<file path="config.mk">
export PLATFORM = sky130hd
export DESIGN_NAME = pmt_timer
export DESIGN_NICKNAME = d
export VERILOG_FILES = /design/src/pmt_pkg.sv /design/src/pmt_timer.sv
export VERILOG_INCLUDE_DIRS = /design/src
export SDC_FILE = /design/constraint.sdc
export NUM_CORES = 1
export LEC_CHECK = 0
export ABC_AREA = 1
export CORE_MARGIN = 10
export CORE_UTILIZATION = 25
export CTS_BUF_LIST = sky130_fd_sc_hd__clkbuf_16
export CTS_CLUSTER_SIZE = 10
export DETAILED_ROUTE_END_ITERATION = 8
export DONT_BUFFER_PORTS = 1
export PLACE_DENSITY = 0.44
export SLEW_MARGIN = 20
export SYNTH_ARGS = -nofsm -noshare
export SYNTH_HDL_FRONTEND = slang
export SYNTH_SLANG_ARGS = --single-unit
</file>
<file path="constraint.sdc">
create_clock -name pclk -period 2.1 [get_ports pclk]
set_input_delay 0.105 -clock pclk [delete_from_list [all_inputs] [get_ports pclk]]
set_output_delay 0.105 -clock pclk [all_outputs]
set_load 0.05 [all_outputs]
</file>
<file path="src/pmt_map.svh">
`ifndef PMT_MAP_SVH
`define PMT_MAP_SVH

// ==========================================================
// register byte offsets
`define PMT_OFF_TICK_COUNT 12'h000
`define PMT_OFF_PERIOD_LIMIT 12'h004
`define PMT_OFF_TIMER_CONTROL 12'h008
`define PMT_OFF_IRQ_REQUEST 12'h00c
`define PMT_OFF_IRQ_ENABLE 12'h010
`define PMT_OFF_IRQ_PRIORITY 12'h014

// ==========================================================
// reset values
`define PMT_RST_TICK_COUNT 8'h00
`define PMT_RST_PERIOD_LIMIT 8'hff
`define PMT_RST_TIMER_CONTROL 7'h00

// ==========================================================
// field positions
`define PMT_CTL_POST_HI 6
`define PMT_CTL_POST_LO 3
`define PMT_CTL_ON_BIT 2
`define PMT_CTL_PRE_HI 1
`define PMT_CTL_PRE_LO 0
`define PMT_IRQ_MATCH_BIT 3

// ==========================================================
// timing counts
`define PMT_INSTR_DIV 2'h3
`define PMT_PRE_DIV4_LAST 4'h3
`define PMT_PRE_DIV16_LAST 4'hf

`endif

</file>
<file path="src/pmt_pkg.sv">
package pmt_pkg;

  typedef enum logic [1:0] {
    PMT_PRE_1 = 2'h0,
    PMT_PRE_4 = 2'h1,
    PMT_PRE_16A = 2'h2,
    PMT_PRE_16B = 2'h3
  } pmt_pre_e;

  typedef struct packed {
    logic [3:0] postscale_select;
    logic counter_on;
    pmt_pre_e prescale_select;
  } pmt_ctl_s;

  typedef struct packed {
    logic [7:0] tick_count;
    logic [7:0] period_limit;
    pmt_ctl_s ctl;
    logic [1:0] instr_cnt;
    logic [3:0] pre_cnt;
    logic [3:0] post_cnt;
    logic match_irq_flag;
    logic match_irq_enable;
    logic match_irq_priority;
    logic pwm_base_pulse;
    logic irq_out;
    logic [31:0] prdata;
    logic pready;
  } pmt_state_s;

endpackage

</file>
<file path="src/pmt_timer.sv">
// How it works
// - instruction clock through 1, 4, 16 prescaler
// - count to period_limit then wrap zero
// - period_limit resets to ff, read/write
// - match feeds postscaler which sets flag
// - postscale ratio is field value plus one
// - counter writes, control writes clear scalers
// - control write keeps tick_count unchanged
// - tick_count readable, writable, resets zero
// - counts only while counter_on is set
// - control bit7 zero, fields reset zero
// - unscaled match pulse is PWM base only
// - flag at bit3 with enable, priority
//
// Added by the designer: the APB interface to the registers and the register offsets.
`timescale 1ns/1ps
`default_nettype none
`include "pmt_map.svh"

module pmt_timer (
  // clock and reset
  input wire logic pclk,
  input wire logic presetn,
  // apb slave
  input wire logic psel,
  input wire logic penable,
  input wire logic pwrite,
  input wire logic [11:0] paddr,
  input wire logic [31:0] pwdata,
  input wire logic [3:0] pstrb,
  output logic [31:0] prdata,
  output logic pready,
  output logic pslverr,
  // capture_compare_unit side
  output logic pwm_base_pulse,
  // interrupt request to the core
  output logic match_irq,
  output logic match_irq_high_prio
);

  pmt_pkg::pmt_state_s state_ff;
  pmt_pkg::pmt_state_s nxt_state;
  logic slverr_ff;
  logic nxt_slverr;

  // ==========================================================
  // helpers
  function automatic logic addr_known(input logic [11:0] a);
    addr_known = (a == `PMT_OFF_TICK_COUNT) || (a == `PMT_OFF_PERIOD_LIMIT) ||
                 (a == `PMT_OFF_TIMER_CONTROL) || (a == `PMT_OFF_IRQ_REQUEST) ||
                 (a == `PMT_OFF_IRQ_ENABLE) || (a == `PMT_OFF_IRQ_PRIORITY);
  endfunction

  function automatic logic [3:0] pre_last(input pmt_pkg::pmt_pre_e sel);
    unique case (sel)
      pmt_pkg::PMT_PRE_1: pre_last = 4'h0;
      pmt_pkg::PMT_PRE_4: pre_last = `PMT_PRE_DIV4_LAST;
      pmt_pkg::PMT_PRE_16A,
      pmt_pkg::PMT_PRE_16B: pre_last = `PMT_PRE_DIV16_LAST;
    endcase
  endfunction

  // ==========================================================
  // next state
  logic acc;
  logic wr;
  logic rd;
  logic instr_tick;
  logic pre_tick;
  logic match;
  logic post_done;
  logic scaler_clr;
  logic flag_clr;
  logic [31:0] rdat;

  always_comb begin
    nxt_state = state_ff;
    nxt_slverr = 1'b0;
    acc = psel && penable && !state_ff.pready;
    wr = acc && pwrite && pstrb[0];
    rd = acc && !pwrite;
    scaler_clr = 1'b0;
    flag_clr = 1'b0;
    rdat = 32'h0000_0000;
    nxt_state.pready = acc;
    nxt_state.pwm_base_pulse = 1'b0;

    // instruction clock is pclk divided by four, prescaled after it
    instr_tick = 1'b0;
    pre_tick = 1'b0;
    match = 1'b0;
    post_done = 1'b0;
    if (state_ff.ctl.counter_on) begin
      nxt_state.instr_cnt = state_ff.instr_cnt + 2'h1;
      instr_tick = (state_ff.instr_cnt == `PMT_INSTR_DIV);
    end
    if (instr_tick) begin
      if (state_ff.pre_cnt >= pre_last(state_ff.ctl.prescale_select)) begin
        nxt_state.pre_cnt = 4'h0;
        pre_tick = 1'b1;
      end else begin
        nxt_state.pre_cnt = state_ff.pre_cnt + 4'h1;
      end
    end
    // wrap on the increment after a match
    if (pre_tick) begin
      if (state_ff.tick_count == state_ff.period_limit) begin
        nxt_state.tick_count = 8'h00;
        match = 1'b1;
      end else begin
        nxt_state.tick_count = state_ff.tick_count + 8'h01;
      end
    end
    nxt_state.pwm_base_pulse = match;
    if (match) begin
      if (state_ff.post_cnt >= state_ff.ctl.postscale_select) begin
        nxt_state.post_cnt = 4'h0;
        post_done = 1'b1;
      end else begin
        nxt_state.post_cnt = state_ff.post_cnt + 4'h1;
      end
    end

    // ==========================================================
    // register writes
    if (wr) begin
      unique case (paddr)
        `PMT_OFF_TICK_COUNT: begin
          nxt_state.tick_count = pwdata[7:0];
          scaler_clr = 1'b1;
        end
        `PMT_OFF_PERIOD_LIMIT: nxt_state.period_limit = pwdata[7:0];
        `PMT_OFF_TIMER_CONTROL: begin
          nxt_state.ctl = pmt_pkg::pmt_ctl_s'(pwdata[6:0]);
          scaler_clr = 1'b1;
        end
        `PMT_OFF_IRQ_REQUEST: flag_clr = !pwdata[`PMT_IRQ_MATCH_BIT];
        `PMT_OFF_IRQ_ENABLE: nxt_state.match_irq_enable = pwdata[`PMT_IRQ_MATCH_BIT];
        `PMT_OFF_IRQ_PRIORITY: nxt_state.match_irq_priority = pwdata[`PMT_IRQ_MATCH_BIT];
        default: ;
      endcase
    end
    // clear scalers; the divide-by-four phase restarts too
    if (scaler_clr) begin
      nxt_state.pre_cnt = 4'h0;
      nxt_state.post_cnt = 4'h0;
      nxt_state.instr_cnt = 2'h0;
    end

    // flag held until software writes zero
    if (flag_clr) begin
      nxt_state.match_irq_flag = 1'b0;
    end
    // set wins over a same-cycle clear
    if (post_done && !scaler_clr) begin
      nxt_state.match_irq_flag = 1'b1;
    end
    nxt_state.irq_out = nxt_state.match_irq_flag && nxt_state.match_irq_enable;

    // ==========================================================
    // register reads
    if (rd) begin
      unique case (paddr)
        `PMT_OFF_TICK_COUNT: rdat = {24'h0, state_ff.tick_count};
        `PMT_OFF_PERIOD_LIMIT: rdat = {24'h0, state_ff.period_limit};
        `PMT_OFF_TIMER_CONTROL: rdat = {25'h0, state_ff.ctl};
        `PMT_OFF_IRQ_REQUEST: rdat = {28'h0, state_ff.match_irq_flag, 3'h0};
        `PMT_OFF_IRQ_ENABLE: rdat = {28'h0, state_ff.match_irq_enable, 3'h0};
        `PMT_OFF_IRQ_PRIORITY: rdat = {28'h0, state_ff.match_irq_priority, 3'h0};
        default: rdat = 32'h0000_0000;
      endcase
    end
    nxt_state.prdata = rdat;
    nxt_slverr = acc && !addr_known(paddr);
  end

  // ==========================================================
  // state register
  always_ff @(posedge pclk or negedge presetn) begin
    if (!presetn) begin
      state_ff.tick_count <= `PMT_RST_TICK_COUNT;
      state_ff.period_limit <= `PMT_RST_PERIOD_LIMIT;
      state_ff.ctl <= pmt_pkg::pmt_ctl_s'(`PMT_RST_TIMER_CONTROL);
      state_ff.instr_cnt <= 2'h0;
      state_ff.pre_cnt <= 4'h0;
      state_ff.post_cnt <= 4'h0;
      state_ff.match_irq_flag <= 1'b0;
      state_ff.match_irq_enable <= 1'b0;
      // lowest-risk default: high priority, as on power-up
      state_ff.match_irq_priority <= 1'b1;
      state_ff.pwm_base_pulse <= 1'b0;
      state_ff.irq_out <= 1'b0;
      state_ff.prdata <= 32'h0000_0000;
      state_ff.pready <= 1'b0;
      slverr_ff <= 1'b0;
    end else begin
      state_ff <= nxt_state;
      slverr_ff <= nxt_slverr;
    end
  end

  // ==========================================================
  // outputs straight from flops
  assign prdata = state_ff.prdata;
  assign pready = state_ff.pready;
  assign pslverr = slverr_ff;
  assign pwm_base_pulse = state_ff.pwm_base_pulse;
  assign match_irq = state_ff.irq_out;
  assign match_irq_high_prio = state_ff.match_irq_priority;

endmodule // pmt_timer

`default_nettype wire

</file>
==> results.txt <==
status -> completed
Leak -> 1.68 nW
root buffer selected by CTS -> clkbuf_16
Via density -> 4.16
Net Sw Power -> 0.000510 W
synthesized area -> 3110 um2
TritonCTS Buffers -> 5
min Tclk post-route -> 1850 ps
switching part of the total power -> 26.8%
worst hold stages -> 2
CTS tree -> done
FP Rows -> 40
cell count after synthesis -> 416
largest net degree at the start of global routing -> 49
antenna violations before repair -> 0
leading area contributor after synthesis -> dfrtp_1
Logic pwr share -> 9.5%
worst reg2reg endpoint -> state_ff[41]$_DFFE_PN0P_
Req. time, crit path -> 2280 ps
Final TNS setup -> 0 ps
Clock transition at path regs -> 70 ps
Fmax achieved -> 0.540 GHz
Avg WL per Cell -> 12.7 um
CP Max Fanout -> 7
ys async rst share -> 100%
Total Power Consumption -> 0.00190 W
CP max stage delay -> 410 ps
Synth Warn # -> 0
Arr. time, crit path -> 2030 ps
total wire length -> 7570 um
#FFs+latches synth -> 48
die width -> 131 um
final hold violations -> 0
RSZ-0062 raised after global routing -> no
Clk network pwr share -> 41.4%
first-pass GRT wire length -> 12,600 um
Detailed Routing Iterations Pass 1 -> 4
Yosys top cell area share -> 31.4%
R2R setup slack -> 250 ps
largest cells by area after synthesis -> dfrtp_1 31%, nand2_1 12%, buf_4 7.7%
number of nets with antenna violations after routing -> 0
clk_skew -> 7.78 ps
nets -> 493
Crit. End Element -> flop
Ports -> 90
Post-synth EDFFs -> 0
drt initial violations -> 90
CTS Sinks -> 48
final setup fails -> 0
die area -> 17,300 um2
worst r2r src -> state_ff[48]$_DFFE_PN0P_
drc violations -> 0
pwr dens -> 550 nW/um2
initial core utilization -> 25.6%
Skew-Pair Late Insertion Delay -> 290 ps
crit-path cells -> nor2_1 > inv_1 > ha_1 > nand3_1 > nand3_1 > nand2_2 > inv_2 > nand2_1 > nand2_1 > inv_2 > nand2_1 > nand2_1
Port Buf Inserts -> 0
dpl hpwl -> 5710 um
register area share after synthesis -> 39.0%
Slew Limit Fails -> 0
most frequent CP cell -> nand2_1
Distinct cells, synth -> 30
GRT Total Usage -> 8.82%
max cap viols -> 0
Core ar. -> 12,100 um2
height of the die -> 131 um
Mean Syn Cell Area -> 7.47 um2
most frequent cells in the layout -> 99 x nand2_1, 53 x inv_1, 47 x nor2_1, 39 x dfrtp_1, 29 x nand3_1
share of layout cells above drive strength 1 -> 13.3%
Area Growth Syn to Fin -> 11.3%
# diodes -> 0
CP delay by family, top -> simple AND/OR/NAND/NOR gates
WS Path Type -> flop to flop
Worst Path Buf+Inv -> 3
Worst slew margin -> 47.7%
Setup Buffers After CTS -> 0
Min-Delay Endpoint -> state_ff[58]$_DFFE_PN1P_
Slowest-stage cell, CP -> dfrtp_1
top_reg_cell synth -> dfrtp_1
routability congestion estimate -> 0.766
Worst VDD drop -> 0.000379 V
Hold Path Origin -> pwdata[3]
deepest level of the CTS H-tree -> 2
Power Internal -> 0.00139 W
leading cell type in the layout, fill and taps excluded -> nand2_1
sequential share of power -> 49.1%
min-delay worst type -> primary input to flop
global route total overflow -> 0
Tcrit/Tclk final -> 88.2%
Max Root-Sink Buffers -> 2
Via Count -> 2,483
Worst setup SP type -> flop
Worst Tran Pin Value -> 784 ps
FF-to-FF path depth -> 12
number of global-route vias before repair -> 2,603
==> worst reg2reg max path, stage by stage, from the launching register on <==
cell and delay (ps):
dfrtp_1 410, nor2_1 150, inv_1 60, ha_1 270, nand3_1 70, nand3_1 130, nand2_2 130, inv_2 150
nand2_1 90, nand2_1 110, inv_2 50, nand2_1 50, nand2_1 50
==> flip-flops by register name, indices dropped and copies added, names as in the netlist <==
signal               cells
state_ff                35
prdata                   8
match_irq                1
match_irq_high_prio      1
pready                   1
pslverr                  1
pwm_base_pulse           1
==> layer usage <==
layer  track usage, %  wire length (um)
met2             14.9              3580
met5                0                 0
met4             2.53               115
met3             2.44               364
met1             10.7              3500
==> power groups by stage <==
stage | sequential, W | combinational, W | clock, W
floorplan | 0.000954 | 0.000159 | 0
global placement | 0.000951 | 0.000134 | 0
detailed placement | 0.000951 | 0.000135 | 0
CTS | 0.000933 | 0.000182 | 0.000829
global route | 0.000933 | 0.000194 | 0.000864
finish | 0.000934 | 0.000181 | 0.000788
==> synth_stat cells (5+ instances only) <==
library cell    n
buf_4          32
dfstp_2         9
dfrtp_1        39
nor2_2          5
nand3_1        29
inv_2          12
o21ai_0         8
nor2_1         47
nand2_1       100
o21ai_2         7
o21ai_1        11
inv_1          52
a21oi_1        13
nor2_4          5
nand4_1         6
o22ai_1         7
ha_1           12
==> what timing repair did <==
item	in CTS	in global routing
setup endpoints to repair	0	3
endpoints found under the hold margin	68	0
hold buffers	12	0
gates resized for setup	0	1
==> cells by family (layout without fill, tap and decap cells) <==
logic type | Yosys count | after routing | share of synthesized area [%]
flip-flops | 48 | 48 | 39.0
buffers and inverters | 100 | 90 | 16.4
XOR/XNOR | 5 | 5 | 1.41
AO/OA/AOI/OAI | 51 | 51 | 9.79
AND/OR/NAND/NOR | 199 | 199 | 28.4
adder cells (fa/ha/maj) | 12 | 12 | 4.83
other | 1 | 24 | 0.121
==> per-stage QoR <==
step | hold WS [ps] | instance area [um2] | worst slack, ps | util (%) | instances
final | 18.0 | 3460 | 248 | 28.5 | 597
after CTS | 13.7 | 3450 | 127 | 28.5 | 597
after global routing | 8.64 | 3460 | 42.0 | 28.5 | 597
after floorplan | -191 | 3190 | 426 | - | 439
after detailed placement | -189 | 3180 | 140 | 26.2 | 577
after global placement | -189 | 3180 | 177 | 26.2 | 577
==> final cells by class <==
cell class / count / area [um2]
Tap cell: 168 / 210
Multi-Input combinational cell: 291 / 1470
Clock inverter: 3 / 15.0
Inverter: 64 / 240
Timing Repair Buffer: 18 / 183
Clock buffer: 5 / 125
Sequential cell: 48 / 1210
Fill cell: 1365 / 8650
==> worst max-delay path by stage <==
stage | startpoint | to | slack [ps] | cells past startpoint
2_1_floorplan | pready$_DFF_PN0_ | state_ff[60]$_DFFE_PN1P_ | 430 | 9
3_3_place_gp | state_ff[48]$_DFFE_PN0P_ | state_ff[41]$_DFFE_PN0P_ | 180 | 15
3_5_place_dp | state_ff[48]$_DFFE_PN0P_ | state_ff[69]$_DFF_PN0_ | 140 | 9
4_1_cts | state_ff[48]$_DFFE_PN0P_ | state_ff[39]$_DFFE_PN0P_ | 130 | 12
5_1_grt | state_ff[49]$_DFFE_PN0P_ | state_ff[39]$_DFFE_PN0P_ | 40 | 15
6_report | state_ff[48]$_DFFE_PN0P_ | state_ff[41]$_DFFE_PN0P_ | 250 | 12
Note: power is estimated with default switching activity, not from simulation.
